[src/core/ftp_pkg.sv]
// Package of register offsets, field positions and timing constants.
package ftp_pkg;

  // ----------------------------------------------------------------
  // Register byte offsets on the APB bus
  // ----------------------------------------------------------------
  localparam logic [7:0] OFS_TABLE_SEL = 8'h00;
  localparam logic [7:0] OFS_HEAD_SEL = 8'h04;
  localparam logic [7:0] OFS_PROFILE = 8'h08;
  localparam logic [7:0] OFS_DS_MASK = 8'h0c;
  localparam logic [7:0] OFS_TEST_FLAGS = 8'h10;
  localparam logic [7:0] OFS_SUPPLY_MASK = 8'h14;
  localparam logic [7:0] OFS_PORT_MASK = 8'h18;
  localparam logic [7:0] OFS_OPTIONS = 8'h1c;
  localparam logic [7:0] OFS_STEP_LO = 8'h20;
  localparam logic [7:0] OFS_STEP_HI = 8'h24;
  localparam logic [7:0] OFS_WR_SUBTEST = 8'h28;
  localparam logic [7:0] OFS_PRINTER = 8'h2c;
  localparam logic [7:0] OFS_SETTLE_THR = 8'h30;
  localparam logic [7:0] OFS_PASS_COUNT = 8'h34;
  localparam logic [7:0] OFS_CLK_LIM_LO = 8'h38;
  localparam logic [7:0] OFS_CLK_LIM_HI = 8'h3c;
  localparam logic [7:0] OFS_IDX_TRK_A = 8'h40;
  localparam logic [7:0] OFS_IDX_TRK_B = 8'h44;
  localparam logic [7:0] OFS_IDX_TRK_C = 8'h48;
  localparam logic [7:0] OFS_T0_LOW = 8'h4c;
  localparam logic [7:0] OFS_T0_HIGH = 8'h50;
  localparam logic [7:0] OFS_STATUS = 8'h54;

  // ----------------------------------------------------------------
  // Reset values
  // ----------------------------------------------------------------
  localparam logic [7:0] RST_TABLE_SEL = 8'h00;
  localparam logic [7:0] RST_HEAD_SEL = 8'h01;
  localparam logic [7:0] RST_BYTE = 8'h00;
  localparam logic [7:0] RST_SKIP_TRACK = 8'hff;

  // ----------------------------------------------------------------
  // Field values and positions
  // ----------------------------------------------------------------
  localparam logic [7:0] TABLE_LAST = 8'h13;
  localparam logic [7:0] HEAD_ONLY0 = 8'h01;
  localparam logic [7:0] HEAD_BOTH = 8'h02;
  localparam logic [7:0] HEAD_ONLY1 = 8'h04;
  localparam logic [3:0] RATE_CODE_LAST = 4'h8;
  localparam logic [3:0] PROTO_CODE_LAST = 4'h7;
  localparam int TF_USER_DATA = 7;
  localparam int TF_STOP_PASS = 6;
  localparam int TF_STOP_ERR = 5;
  localparam int TF_ALL_TRK = 4;
  localparam int TF_ONE_TRK = 3;
  localparam int OPT_SHORT_READ = 4;
  localparam int OPT_ALT_MOTOR = 2;
  localparam int OPT_UNLOAD_DS = 1;
  localparam int OPT_ONE_INDEX = 0;
  localparam int SUB_B_BIT = 7;
  localparam int SUB_A_BIT = 6;
  localparam int PR_ENABLE = 0;
  localparam int PR_MARK_ALL = 1;
  localparam int PR_LINE_FEEDS = 2;
  localparam int PR_SUMMARY = 3;
  localparam logic [15:0] CLK_LIM_NONE = 16'hffff;
  localparam logic [7:0] TRACK_SKIP = 8'hff;
  localparam logic signed [7:0] T0_LIM_MAX = 8'sh09;
  localparam logic signed [7:0] T0_LIM_MIN = -8'sh09;

  // ----------------------------------------------------------------
  // Timing constants
  // ----------------------------------------------------------------
  localparam int CLK_HZ = 20000000;
  localparam int UNIT_US = 100;
  localparam int UNIT_CYC = CLK_HZ / 1000000 * UNIT_US;
  localparam int SAMPLE_US = 500;
  localparam int SAMPLE_CYC = CLK_HZ / 1000000 * SAMPLE_US;

  // Data rate decode of the option byte's top two bits.
  typedef enum logic [1:0] {
    FTP_RATE_500,
    FTP_RATE_1000,
    FTP_RATE_250,
    FTP_RATE_833
  } ftp_rate_t;

  // Head test order.
  typedef enum logic [1:0] {
    FTP_HEADS_NONE,
    FTP_HEADS_ZERO,
    FTP_HEADS_BOTH,
    FTP_HEADS_ONE
  } ftp_heads_t;

endpackage

[src/core/ftp_param_bank.sv]
// Parameter register bank of the drive tester with its decoded controls.
// Notes on behaviour
// - two-byte values: low byte at lower address
// - table index 0..19 offered at power-up
// - head code 1,2,4 picks head order
// - profile high nibble: speed/rate, 9-15 reserved
// - profile low nibble: protocol, 8-15 reserved
// - select mask bits drive four select lines
// - flag bit 7 selects user data pattern
// - flag bits stop modes and track scope
// - each port mask bit enables its port
// - option bits 7:6 give data rate
// - option bit 4 reads every fourth track
// - option bit 2 picks motor line
// - option bit 1 picks head unload method
// - option bit 0: one or two index periods
// - pass nibbles: system low, align high
// - step and index times in 0.1 ms
// - all-ones clock limit means expect no clocks
// - subtest mask bits 7 and 6
// - printer option bits 0 to 3
// - all-ones index track is skipped
// - settle samples every 0.5 ms
// - track-zero limits signed, within nine percent
//
// The APB register port and the placing of the registers were chosen for this implementation.
module ftp_param_bank
  import ftp_pkg::*;
(
  input wire logic i_clk_sys,
  input wire logic i_rst_n,
  input wire logic i_psel,
  input wire logic i_penable,
  input wire logic i_pwrite,
  input wire logic [7:0] i_paddr,
  input wire logic [31:0] i_pwdata,
  input wire logic [3:0] i_pstrb,
  output logic [31:0] o_prdata,
  output logic o_pready,
  output logic o_pslverr,
  input wire logic i_head_unload,
  input wire logic i_motor_on,
  input wire logic i_settle_run,
  input wire logic i_time_run,
  output logic [4:0] o_table_index,
  output logic o_test_head0,
  output logic o_test_head1,
  output logic [3:0] o_rate_code,
  output logic [3:0] o_proto_code,
  output logic o_profile_valid,
  output logic o_drive_select_line_0,
  output logic o_drive_select_line_1,
  output logic o_drive_select_line_2,
  output logic o_drive_select_line_3,
  output logic o_use_user_data,
  output logic o_stop_after_pass,
  output logic o_stop_on_error,
  output logic o_all_tracks,
  output logic [7:0] o_port_active,
  output logic [1:0] o_data_rate,
  output logic o_short_read,
  output logic o_motor_line,
  output logic o_alternate_motor_line,
  output logic o_head_load_line,
  output logic o_one_index_period,
  output logic [3:0] o_system_passes,
  output logic [3:0] o_align_passes,
  output logic [15:0] o_step_time,
  output logic o_time_tick,
  output logic o_expect_no_clock,
  output logic [15:0] o_clock_limit,
  output logic o_write_read_subtest_a,
  output logic o_write_read_subtest_b,
  output logic [3:0] o_printer_ctl,
  output logic [2:0] o_track_measure,
  output logic o_settle_sample,
  output logic [7:0] o_settle_threshold,
  output logic o_t0_limits_ok
);

  // ----------------------------------------------------------------
  // Reset synchroniser
  // ----------------------------------------------------------------
  logic rst_meta_q;
  logic rst_sync_q;

  // Release the reset through two flops; assertion is immediate.
  always_ff @(posedge i_clk_sys or negedge i_rst_n) begin
    if (!i_rst_n) begin
      rst_meta_q <= 1'b0;
      rst_sync_q <= 1'b0;
    end else begin
      rst_meta_q <= 1'b1;
      rst_sync_q <= rst_meta_q;
    end
  end

  wire rst_n = rst_sync_q;

  // ----------------------------------------------------------------
  // APB decode
  // ----------------------------------------------------------------
  logic [7:0] regs_q [0:20];
  logic [7:0] regs_d [0:20];

  wire access = i_psel && i_penable;
  wire aligned = (i_paddr[1:0] == 2'b00);
  wire [5:0] word = i_paddr[7:2];
  wire is_bank = aligned && (word <= 6'd20);
  wire is_status = (i_paddr == OFS_STATUS);
  wire mapped = is_bank || is_status;
  wire wr_en = access && i_pwrite && is_bank && i_pstrb[0];
  wire [4:0] wr_idx = word[4:0];

  // Zero wait states; unmapped or misaligned addresses give an error.
  assign o_pready = 1'b1;
  assign o_pslverr = access && !mapped;

  // Every byte register is stored whole, reserved bits included.
  always_comb begin
    for (int i = 0; i <= 20; i++) begin
      regs_d[i] = regs_q[i];
    end
    if (wr_en) begin
      regs_d[wr_idx] = i_pwdata[7:0];
    end
  end

  // Register storage with documented power-up values.
  always_ff @(posedge i_clk_sys or negedge rst_n) begin
    if (!rst_n) begin
      for (int i = 0; i <= 20; i++) begin
        regs_q[i] <= RST_BYTE;
      end
      regs_q[0] <= RST_TABLE_SEL;
      regs_q[1] <= RST_HEAD_SEL;
      regs_q[16] <= RST_SKIP_TRACK;
      regs_q[17] <= RST_SKIP_TRACK;
      regs_q[18] <= RST_SKIP_TRACK;
    end else begin
      for (int i = 0; i <= 20; i++) begin
        regs_q[i] <= regs_d[i];
      end
    end
  end

  // ----------------------------------------------------------------
  // Named views of the stored bytes
  // ----------------------------------------------------------------
  wire [7:0] table_sel = regs_q[OFS_TABLE_SEL[6:2]];
  wire [7:0] head_sel = regs_q[OFS_HEAD_SEL[6:2]];
  wire [7:0] profile = regs_q[OFS_PROFILE[6:2]];
  wire [7:0] ds_mask = regs_q[OFS_DS_MASK[6:2]];
  wire [7:0] flags = regs_q[OFS_TEST_FLAGS[6:2]];
  wire [7:0] port_mask = regs_q[OFS_PORT_MASK[6:2]];
  wire [7:0] options = regs_q[OFS_OPTIONS[6:2]];
  wire [7:0] subtests = regs_q[OFS_WR_SUBTEST[6:2]];
  wire [7:0] printer = regs_q[OFS_PRINTER[6:2]];
  wire [7:0] pass_cnt = regs_q[OFS_PASS_COUNT[6:2]];
  wire signed [7:0] t0_low = regs_q[OFS_T0_LOW[6:2]];
  wire signed [7:0] t0_high = regs_q[OFS_T0_HIGH[6:2]];

  // Two-byte values: the lower location holds the low byte.
  wire [15:0] step_time = {regs_q[OFS_STEP_HI[6:2]],
                           regs_q[OFS_STEP_LO[6:2]]};
  wire [15:0] clk_limit = {regs_q[OFS_CLK_LIM_HI[6:2]],
                           regs_q[OFS_CLK_LIM_LO[6:2]]};

  // ----------------------------------------------------------------
  // Decoded controls
  // ----------------------------------------------------------------
  // An index past the last table falls back to table zero.
  wire table_ok = (table_sel <= TABLE_LAST);
  wire [4:0] table_idx = table_ok ? table_sel[4:0] : 5'h00;

  // Head order; any other code tests no head.
  ftp_heads_t heads;
  assign heads = (head_sel == HEAD_ONLY0) ? FTP_HEADS_ZERO :
                 (head_sel == HEAD_BOTH) ? FTP_HEADS_BOTH :
                 (head_sel == HEAD_ONLY1) ? FTP_HEADS_ONE :
                 FTP_HEADS_NONE;

  // Reserved profile codes are flagged and not passed on.
  wire rate_ok = (profile[7:4] <= RATE_CODE_LAST);
  wire proto_ok = (profile[3:0] <= PROTO_CODE_LAST);

  // Head unload by select lines drops every select line.
  wire ds_gate = !(options[OPT_UNLOAD_DS] && i_head_unload);
  wire [3:0] ds_out = ds_mask[3:0] & {4{ds_gate}};

  // Motor line choice between the narrow and wide cable.
  wire motor_alt = options[OPT_ALT_MOTOR];

  // Clock limit all ones means the test expects no clocks.
  wire no_clock = (clk_limit == CLK_LIM_NONE);

  // Index-to-data tracks holding all ones are skipped.
  wire [2:0] trk_meas;
  assign trk_meas[0] = (regs_q[OFS_IDX_TRK_A[6:2]] != TRACK_SKIP);
  assign trk_meas[1] = (regs_q[OFS_IDX_TRK_B[6:2]] != TRACK_SKIP);
  assign trk_meas[2] = (regs_q[OFS_IDX_TRK_C[6:2]] != TRACK_SKIP);

  // Signed track-zero limits must lie within nine percent.
  wire t0_ok = (t0_low >= T0_LIM_MIN) && (t0_low <= T0_LIM_MAX) &&
               (t0_high >= T0_LIM_MIN) && (t0_high <= T0_LIM_MAX);

  // ----------------------------------------------------------------
  // Timing enables
  // ----------------------------------------------------------------
  // One pulse per tenth of a millisecond for step and index timing.
  ftp_tick #(
    .PERIOD(UNIT_CYC)
  ) u_unit_tick (
    .i_clk_sys(i_clk_sys),
    .i_rst_n(rst_n),
    .i_run(i_time_run),
    .o_tick(o_time_tick)
  );

  // One pulse per half millisecond for settle sampling.
  ftp_tick #(
    .PERIOD(SAMPLE_CYC)
  ) u_settle_tick (
    .i_clk_sys(i_clk_sys),
    .i_rst_n(rst_n),
    .i_run(i_settle_run),
    .o_tick(o_settle_sample)
  );

  // ----------------------------------------------------------------
  // Read data
  // ----------------------------------------------------------------
  wire [7:0] status = {3'b000, t0_ok, no_clock, table_ok, rate_ok,
                       proto_ok};
  wire [7:0] rd_byte = is_status ? status :
                       is_bank ? regs_q[wr_idx] : 8'h00;
  logic [31:0] prdata_q;

  // Read data is registered during the setup cycle.
  always_ff @(posedge i_clk_sys or negedge rst_n) begin
    if (!rst_n) begin
      prdata_q <= 32'h0000_0000;
    end else if (i_psel && !i_penable && !i_pwrite) begin
      prdata_q <= {24'h00_0000, rd_byte};
    end
  end

  assign o_prdata = prdata_q;

  // ----------------------------------------------------------------
  // Output registers
  // ----------------------------------------------------------------
  always_ff @(posedge i_clk_sys or negedge rst_n) begin
    if (!rst_n) begin
      o_table_index <= 5'h00;
      o_test_head0 <= 1'b0;
      o_test_head1 <= 1'b0;
      o_rate_code <= 4'h0;
      o_proto_code <= 4'h0;
      o_profile_valid <= 1'b0;
      o_drive_select_line_0 <= 1'b0;
      o_drive_select_line_1 <= 1'b0;
      o_drive_select_line_2 <= 1'b0;
      o_drive_select_line_3 <= 1'b0;
      o_use_user_data <= 1'b0;
      o_stop_after_pass <= 1'b0;
      o_stop_on_error <= 1'b0;
      o_all_tracks <= 1'b0;
      o_port_active <= 8'h00;
      o_data_rate <= 2'b00;
      o_short_read <= 1'b0;
      o_motor_line <= 1'b0;
      o_alternate_motor_line <= 1'b0;
      o_head_load_line <= 1'b0;
      o_one_index_period <= 1'b0;
      o_system_passes <= 4'h0;
      o_align_passes <= 4'h0;
      o_step_time <= 16'h0000;
      o_expect_no_clock <= 1'b0;
      o_clock_limit <= 16'h0000;
      o_write_read_subtest_a <= 1'b0;
      o_write_read_subtest_b <= 1'b0;
      o_printer_ctl <= 4'h0;
      o_track_measure <= 3'b000;
      o_settle_threshold <= 8'h00;
      o_t0_limits_ok <= 1'b0;
    end else begin
      o_table_index <= table_idx;
      o_test_head0 <= (heads == FTP_HEADS_ZERO) ||
                      (heads == FTP_HEADS_BOTH);
      o_test_head1 <= (heads == FTP_HEADS_ONE) ||
                      (heads == FTP_HEADS_BOTH);
      o_rate_code <= rate_ok ? profile[7:4] : 4'h0;
      o_proto_code <= proto_ok ? profile[3:0] : 4'h0;
      o_profile_valid <= rate_ok && proto_ok;
      o_drive_select_line_0 <= ds_out[0];
      o_drive_select_line_1 <= ds_out[1];
      o_drive_select_line_2 <= ds_out[2];
      o_drive_select_line_3 <= ds_out[3];
      o_use_user_data <= flags[TF_USER_DATA];
      o_stop_after_pass <= flags[TF_STOP_PASS];
      o_stop_on_error <= flags[TF_STOP_ERR];
      o_all_tracks <= flags[TF_ALL_TRK];
      o_port_active <= port_mask;
      o_data_rate <= options[7:6];
      o_short_read <= options[OPT_SHORT_READ];
      o_motor_line <= i_motor_on && !motor_alt;
      o_alternate_motor_line <= i_motor_on && motor_alt;
      o_head_load_line <= !(i_head_unload &&
                            !options[OPT_UNLOAD_DS]);
      o_one_index_period <= options[OPT_ONE_INDEX];
      o_system_passes <= pass_cnt[3:0];
      o_align_passes <= pass_cnt[7:4];
      o_step_time <= step_time;
      o_expect_no_clock <= no_clock;
      o_clock_limit <= clk_limit;
      o_write_read_subtest_a <= subtests[SUB_A_BIT];
      o_write_read_subtest_b <= subtests[SUB_B_BIT];
      o_printer_ctl <= {printer[PR_SUMMARY], printer[PR_LINE_FEEDS],
                        printer[PR_MARK_ALL],
                        printer[PR_ENABLE]};
      o_track_measure <= trk_meas;
      o_settle_threshold <= regs_q[OFS_SETTLE_THR[6:2]];
      o_t0_limits_ok <= t0_ok;
    end
  end

  // ----------------------------------------------------------------
  // Assertions
  // ----------------------------------------------------------------
  a_select_follow: assert property (@(posedge i_clk_sys)
    disable iff (!rst_n) ##1 o_drive_select_line_0 ==
    $past(ds_mask[0] && !(options[OPT_UNLOAD_DS] && i_head_unload)))
    else $error("select line 0 does not follow mask");

  a_unload_drops: assert property (@(posedge i_clk_sys)
    disable iff (!rst_n) (options[OPT_UNLOAD_DS] && i_head_unload) |=>
    !o_drive_select_line_0)
    else $error("select line stays on during unload");

  a_motor_exclusive: assert property (@(posedge i_clk_sys)
    disable iff (!rst_n) !(o_motor_line && o_alternate_motor_line))
    else $error("both motor lines active");

  a_step_order: assert property (@(posedge i_clk_sys)
    disable iff (!rst_n) (wr_en && word == OFS_STEP_HI[7:2]) |->
    ##2 o_step_time[15:8] == $past(i_pwdata[7:0], 2))
    else $error("step time high byte misplaced");

  a_no_clock_flag: assert property (@(posedge i_clk_sys)
    disable iff (!rst_n) ##1 o_expect_no_clock == &$past(clk_limit))
    else $error("no-clock flag wrong");

  a_table_range: assert property (@(posedge i_clk_sys)
    disable iff (!rst_n) o_table_index <= 5'h13)
    else $error("table index out of range");

  a_head_code: assert property (@(posedge i_clk_sys)
    disable iff (!rst_n) head_sel == 8'h04 |=> o_test_head1 && !o_test_head0)
    else $error("head one only not honoured");

  a_track_skip: assert property (@(posedge i_clk_sys)
    disable iff (!rst_n) (regs_q[16] == 8'hff) |=> !o_track_measure[0])
    else $error("skipped track measured");

  a_settle_spacing: assert property (@(posedge i_clk_sys)
    disable iff (!rst_n) o_settle_sample |=> !o_settle_sample [*8])
    else $error("settle samples too close");

  a_proto_reserved: assert property (@(posedge i_clk_sys)
    disable iff (!rst_n) profile[3] |=> !o_profile_valid && !(|o_proto_code))
    else $error("reserved protocol code passed on");

endmodule

[src/core/ftp_tick.sv]
// Divider that gives a one-cycle enable every PERIOD clocks.
module ftp_tick
  import ftp_pkg::*;
#(
  parameter int PERIOD = 2000
) (
  input wire logic i_clk_sys,
  input wire logic i_rst_n,
  input wire logic i_run,
  output logic o_tick
);

  localparam int W = $clog2(PERIOD);
  localparam logic [W-1:0] LAST = W'(PERIOD - 1);

  logic [W-1:0] cnt_q;
  logic [W-1:0] cnt_d;
  wire wrap = (cnt_q == LAST);

  // The count restarts whenever the divider is held idle.
  assign cnt_d = (!i_run || wrap) ? '0 : cnt_q + W'(1);
  assign o_tick = i_run && wrap;

  // Counter register.
  always_ff @(posedge i_clk_sys or negedge i_rst_n) begin
    if (!i_rst_n) begin
      cnt_q <= '0;
    end else begin
      cnt_q <= cnt_d;
    end
  end

endmodule

[config.mk]
export PLATFORM = sky130hd
export DESIGN_NAME = ftp_param_bank
export DESIGN_NICKNAME = d
export VERILOG_FILES = /design/src/core/ftp_pkg.sv /design/src/core/ftp_param_bank.sv /design/src/core/ftp_tick.sv
export SDC_FILE = /design/constraint.sdc
export NUM_CORES = 1
export LEC_CHECK = 0
export ABC_AREA = 1
export BUFFER_PORTS_ARGS = -buffer_cell sky130_fd_sc_hd__buf_2
export CORE_MARGIN = 5
export CORE_UTILIZATION = 35
export DETAILED_ROUTE_END_ITERATION = 10
export GPL_ROUTABILITY_DRIVEN = 0
export PLACE_DENSITY_LB_ADDON = 0.08
export SLEW_MARGIN = 10
export SYNTH_ARGS = -nofsm -noshare
export SYNTH_HDL_FRONTEND = slang
export SYNTH_HIERARCHICAL = 1
export SYNTH_SLANG_ARGS = --single-unit
[constraint.sdc]
create_clock -name i_clk_sys -period 8.6 [get_ports i_clk_sys]
set_clock_uncertainty 0.15 [all_clocks]
set_input_delay 1.29 -clock i_clk_sys [delete_from_list [all_inputs] [get_ports i_clk_sys]]
set_output_delay 1.29 -clock i_clk_sys [all_outputs]
set_load 0.02 [all_outputs]
==> results of run 1 <==
-- worst max-delay path: stages --
cell	delay (ns)
buf_2	0.44
inv_1	0.08
buf_4	0.24
nand2_2	0.17
clkinv_1	0.57
nand3_1	0.47
inv_1	0.14
nor3_1	0.19
buf_2	0.20
-- sequential cells by signal, indices dropped and copies added (netlist names), 11 cells and up --
signal,flops
regs_q,56
clk_limit,16
o_clock_limit,16
o_step_time,16
u_settle_tick/cnt_q,14
u_unit_tick/cnt_q,11
-- where the power goes --
part	leakage [uW]	internal (uW)	switching, uW	total (uW)
Sequential	0.00406	1430	17.0	1450
Clock	0.000605	928	622	1550
Combinational	0.00302	30.2	119	149
-- cell families (layout without fill, tap and decap cells) --
kind of cell               count (synthesis)  after routing  synth area share
AOI/OAI and AO/OA                        216            216            0.0913
xor gates and xnor gates                  11             11           0.00741
adders and majority gates                  5              5           0.00481
buffers and inverters                    188            315            0.0709
DFF                                      301            301             0.582
other                                      2             27          0.000578
and+or+nand+nor                          728            728             0.243
-- per-layer routing --
| metal | track usage | up-vias |
|---|---|---|
| met5 | 0 | - |
| met4 | 0.0449 | 0 |
| met3 | 0.0302 | 51 |
| met2 | 0.282 | 211 |
| met1 | 0.272 | 4660 |
| li1 | - | 4841 |
-- final cells by class --
cell class | count | area share
Timing Repair Buffer | 146 | 0.0502
Tap cell | 468 | 0.0387
Sequential cell | 301 | 0.500
Clock inverter | 14 | 0.0110
Clock buffer | 51 | 0.0698
Inverter | 104 | 0.0263
Multi-Input combinational cell | 987 | 0.304
-- layout by cell type (no fill, tap or decap), types with 8 or more instances in the layout --
cell type | Yosys | routed
buf_4 | 26 | 12
nand4_1 | 31 | 31
nor2_1 | 79 | 78
conb_1 | 2 | 27
inv_1 | 98 | 98
dfrtp_1 | 276 | 275
o21ai_0 | 20 | 20
nand2_2 | 16 | 16
nand3_1 | 43 | 43
dfstp_2 | 25 | 25
clkbuf_8 | 0 | 10
nand2_1 | 515 | 515
clkbuf_16 | 0 | 36
or2_2 | 8 | 8
buf_2 | 11 | 134
nand2_4 | 9 | 9
o21ai_2 | 8 | 8
a22oi_1 | 13 | 13
a21oi_1 | 10 | 10
o21ai_1 | 152 | 152
-- how the worst max path moves through the flow --
stage | depth (start not counted) | start | to | slack [ns]
floorplan | 0 | rst_n$_DFF_PN0_ | clk_limit[0]$_DFFE_PN0P_ | 3.55
global placement | 9 | i_paddr[3] | o_pslverr | 3.33
detailed placement | 9 | i_paddr[3] | o_pslverr | 3.34
CTS | 9 | i_paddr[3] | o_pslverr | 3.34
global route | 9 | i_paddr[3] | o_pslverr | 3.09
finish | 9 | i_paddr[3] | o_pslverr | 3.35
-- metrics by stage --
stage	hold WS, ns	cell area, um2	cells	worst slack (ns)
floorplan	0.181	13100	1476	3.55
global placement	0.186	13900	2006	3.33
global route	0.205	15100	2071	3.09
CTS	0.197	15100	2071	3.34
finish	0.196	15100	2071	3.35
detailed placement	0.190	13900	2006	3.34
==> reports/qor.yml, run 1 <==
layout-drive-gt1-share: 0.185
post-route-util: 0.414
min_path_cells: 0
viasPerCell: 4.71
wirelength_met1_mm: 18.4
synth.area.top_cells: "dfrtp_1 53%, nand2_1 15%, o21ai_1 5.9%, dfstp_2 5.1%, inv_1 2.8%"
slew_viol_final: 0
drc: 0
synth_area_um2: 13000
grt_pass1_wl_mm: 59.1
synth_top_area_frac: 0.531
crit_path_end_kind: "output port"
seq_area_frac_synth: 0.582
synth_most_common_cell: "nand2_1"
tns_ns: 0
grt_pass1_vias: 9772
h-tree-depth: 2
die_area_um2: 41100
ys_async_sr_fraction: 1.00
postCtsSetupBuffers: 0
vias: 9763
coreArea_um2: 36600
nNetsFinal: 1634
clkSinkCount: 301
layout.area.seq_um2: 7570
hp-class: "reg2reg"
peakVddDrop_v: 0.000154
dr.max_layer_used: "met4"
grt_use_total: 0.183
synthToLayoutAreaGrowth_pct: 16.5
row_count: 70
clk_pin_slew_ns: 0.06
run_status: "complete, no violations"
max-slew-margin-rel: 0.249
numPortBuffers: 134
initial_core_util: 0.355
synth_top_area_cell: "dfrtp_1"
crit_type: "in2out"
n_fill_cell: 3723
start_kind: "primary input"
max_freq_mhz: 191
place_hpwl_mm: 25.0
final.min_clock_period_ns: 5.25
critPathMaxFanout: 24
drt_iter0_markers: 622
synth_edf_count: 0
finalCritPeriodShare: 0.610
numCtsBuffers: 36
syn-instance-count: 1451
yosys_warnings: 6
hold_start: "rst_meta_q$_DFF_PN0_"
gr-total-overflow: 0
power_density_nw_per_um2: 208
drtAntennaViolNets: 0
wl_mm: 37.4
r2r_start: "rst_n$_DFF_PN0_"
wl_met3_mm: 1.57
grt_max_degree: 73
clk_path_buf_depth: 3
n_antenna_cell: 0
root_buffer: "clkbuf_16"
io_pins: 187
clk_latency_ns: 0.54
critPathRequiredTime_ns: 7.16
wl_met2_mm: 16.8
hold_viol: 0
hold_buffers: 0
ctsResizeCount: 0
r2r_setup_slack_ns: 6.56
finalPower_uw: 3150
crit_arrival_ns: 3.81
grt_setup_unrepaired: "false"
ys.flop_type: "dfrtp_1"
synth_cell_types: 46
setup_viol: 0
p_leak_uw: 0.00769
min_to: "rst_n$_DFF_PN0_"
maxCapViolCount: 0
antenna_found_initial: 0
worstReg2RegEnd: "o_prdata[4]$_DFFE_PN0P_"
r2r_cells: 1
multiInputGateArea_um2: 4610
drtPass1Iterations: 5
ys_ff_latch: 301
synth_commonest_cells: "515 x nand2_1, 276 x dfrtp_1, 152 x o21ai_1"
wl_per_cell_um: 18.1
die_w_um: 203
cts_tree: "yes"
syn_area_per_cell_um2: 8.96
tightest_slew_ns: 1.13
die_y_um: 203
No activity file was read; power rests on OpenSTA's default activity.
==> inputs of run 2 (changes only) <==
Clock period 8.6 ns to 5.05 ns, I/O delays scaled along.
==> run 2 against run 1 <==
Via count grew 0.53%. Power grew 72%. Cell count grew 0.14%. Utilization grew 0.25 points. Global-route usage shrank 0.18 points. Critical endpoint unchanged. Largest power group unchanged.
==> reports/qor.yml, run 2 (same netlist as run 1, synthesis figures left out) <==
root_buffer: "clkbuf_16"
die_area_um2: 41100
hp-class: "reg2reg"
tightest_slew_ns: 1.11
coreArea_um2: 36600
placed_cell_area_um2: 14000
synthToLayoutAreaGrowth_pct: 17.2
io_pins: 187
setup_viol: 0
combPwrFrac: 0.048
max_freq_mhz: 295
met1_usage: 0.270
top_register: "regs_q"
power_density_nw_per_um2: 356
switchingPower_uw: 1230
nNetsFinal: 1639
critPathMaxFanout: 24
postCtsSetupBuffers: 0
critPathRequiredTime_ns: 4.14
grtUsageMet2: 0.277
internal-power_uw: 4200
largest_reg_flops: 56
hold_buffers: 1
numPortBuffers: 134
clk_latency_ns: 0.52
drt_iter0_markers: 603
cts_tree: "yes"
final.min_clock_period_ns: 3.39
finalCritPeriodShare: 0.671
drtPass1Iterations: 5
gr-total-overflow: 0
pwr-share-clk: 0.497
layout-drive-gt1-share: 0.185
grt_pass1_vias: 9701
peakVddDrop_v: 0.000226
n_antenna_cell: 0
clk_pin_slew_ns: 0.05
p_leak_uw: 0.00773
clk_path_buf_depth: 3
row_count: 70
final_cell_mix: "515 x nand2_1, 275 x dfrtp_1, 152 x o21ai_1, 134 x buf_2, 98 x inv_1"
wl_per_cell_um: 18.0
layout.cells.most_common: "nand2_1"
crit_path_end_kind: "output port"
n_fill_cell: 3702
wl_mm: 37.3
globalRouteMet3Util: 0.0297
crit_type: "in2out"
drtAntennaViolNets: 0
drc: 0
die_w_um: 203
maxCapViolCount: 0
h-tree-depth: 2
hold_viol: 0
start_kind: "primary input"
switching_share: 0.227
viasPerCell: 4.73
grt_use_total: 0.182
grt_pass1_wl_mm: 58.7
pwr-share-seq: 0.455
fin_area_um2: 15200
ctsResizeCount: 0
grt_setup_unrepaired: "false"
run_status: "complete, no violations"
top_usage_layer: "met2"
vias: 9815
die_y_um: 203
grt_max_degree: 68
max-slew-margin-rel: 0.257
finalPower_uw: 5430
antenna_found_initial: 0
clkSinkCount: 301
slew_viol_final: 0
numCtsBuffers: 36
layout.area.seq_um2: 7570
tns_ns: 0
initial_core_util: 0.355
place_hpwl_mm: 25.2
multiInputGateArea_um2: 4610
crit_arrival_ns: 2.48
-- run 2: metal layers --
metal  up-vias  wire length [um]  share of wire
met5         -                 0              0
met4         0               854          0.023
met3        55              1590          0.043
met2       212             16500           0.44
met1      4696             18300           0.49
li1       4852                 -              -
-- run 2: final timing paths --
| kind | startpoint | endpoint | slack, ns | depth (start not counted) |
|---|---|---|---|---|
| setup / recovery | i_paddr[3] | o_pslverr | 1.66 | 6 |
| hold / removal | rst_meta_q$_DFF_PN0_ | rst_n$_DFF_PN0_ | 0.19 | 0 |
| setup reg to reg | head_sel[4]$_DFFE_PN0P_ | o_test_head1$_DFF_PN0_ | 3.15 | 8 |
| hold reg to reg | rst_meta_q$_DFF_PN0_ | rst_n$_DFF_PN0_ | 0.19 | 0 |
| max in group asynchronous | rst_n$_DFF_PN0_ | o_clock_limit[13]$_DFF_PN0_ | 3.21 | 1 |
| min in group asynchronous | rst_n$_DFF_PN0_ | regs_q[96]$_DFFE_PN0P_ | 0.30 | 0 |
-- run 2: stage by stage --
stage                     cells  utilization  hold slack (ns)  setup slack (ns)
final                      2074        0.416            0.195              1.66
after global routing       2074        0.416            0.205              1.53
after CTS                  2074        0.416            0.198              1.64
after detailed placement   2010        0.382            0.186              1.55
after global placement     2010        0.382            0.182              1.58
after floorplan            1476            -            0.181              1.92
-- run 2: layout make-up --
type / instances / share of cell area
Clock buffer: 50 / 0.0685
Timing Repair Buffer: 151 / 0.0542
Multi-Input combinational cell: 987 / 0.302
Tap cell: 468 / 0.0384
Clock inverter: 13 / 0.0137
Sequential cell: 301 / 0.497
Inverter: 104 / 0.0261
-- run 2: power groups by stage --
stage	combinational [uW]	clock (uW)	sequential [uW]
4_1_cts	267	2790	2470
3_5_place_dp	266	0	2510
2_1_floorplan	137	0	2540
5_1_grt	290	2890	2470
3_3_place_gp	266	0	2510
6_report	261	2700	2470
-- run 2: worst max-delay path, cell delays in order --
cell and delay, ns:
buf_2 0.29, nor2_4 0.61, nand3_4 0.18, a31oi_4 0.36
nor3_1 0.08, buf_2 0.17
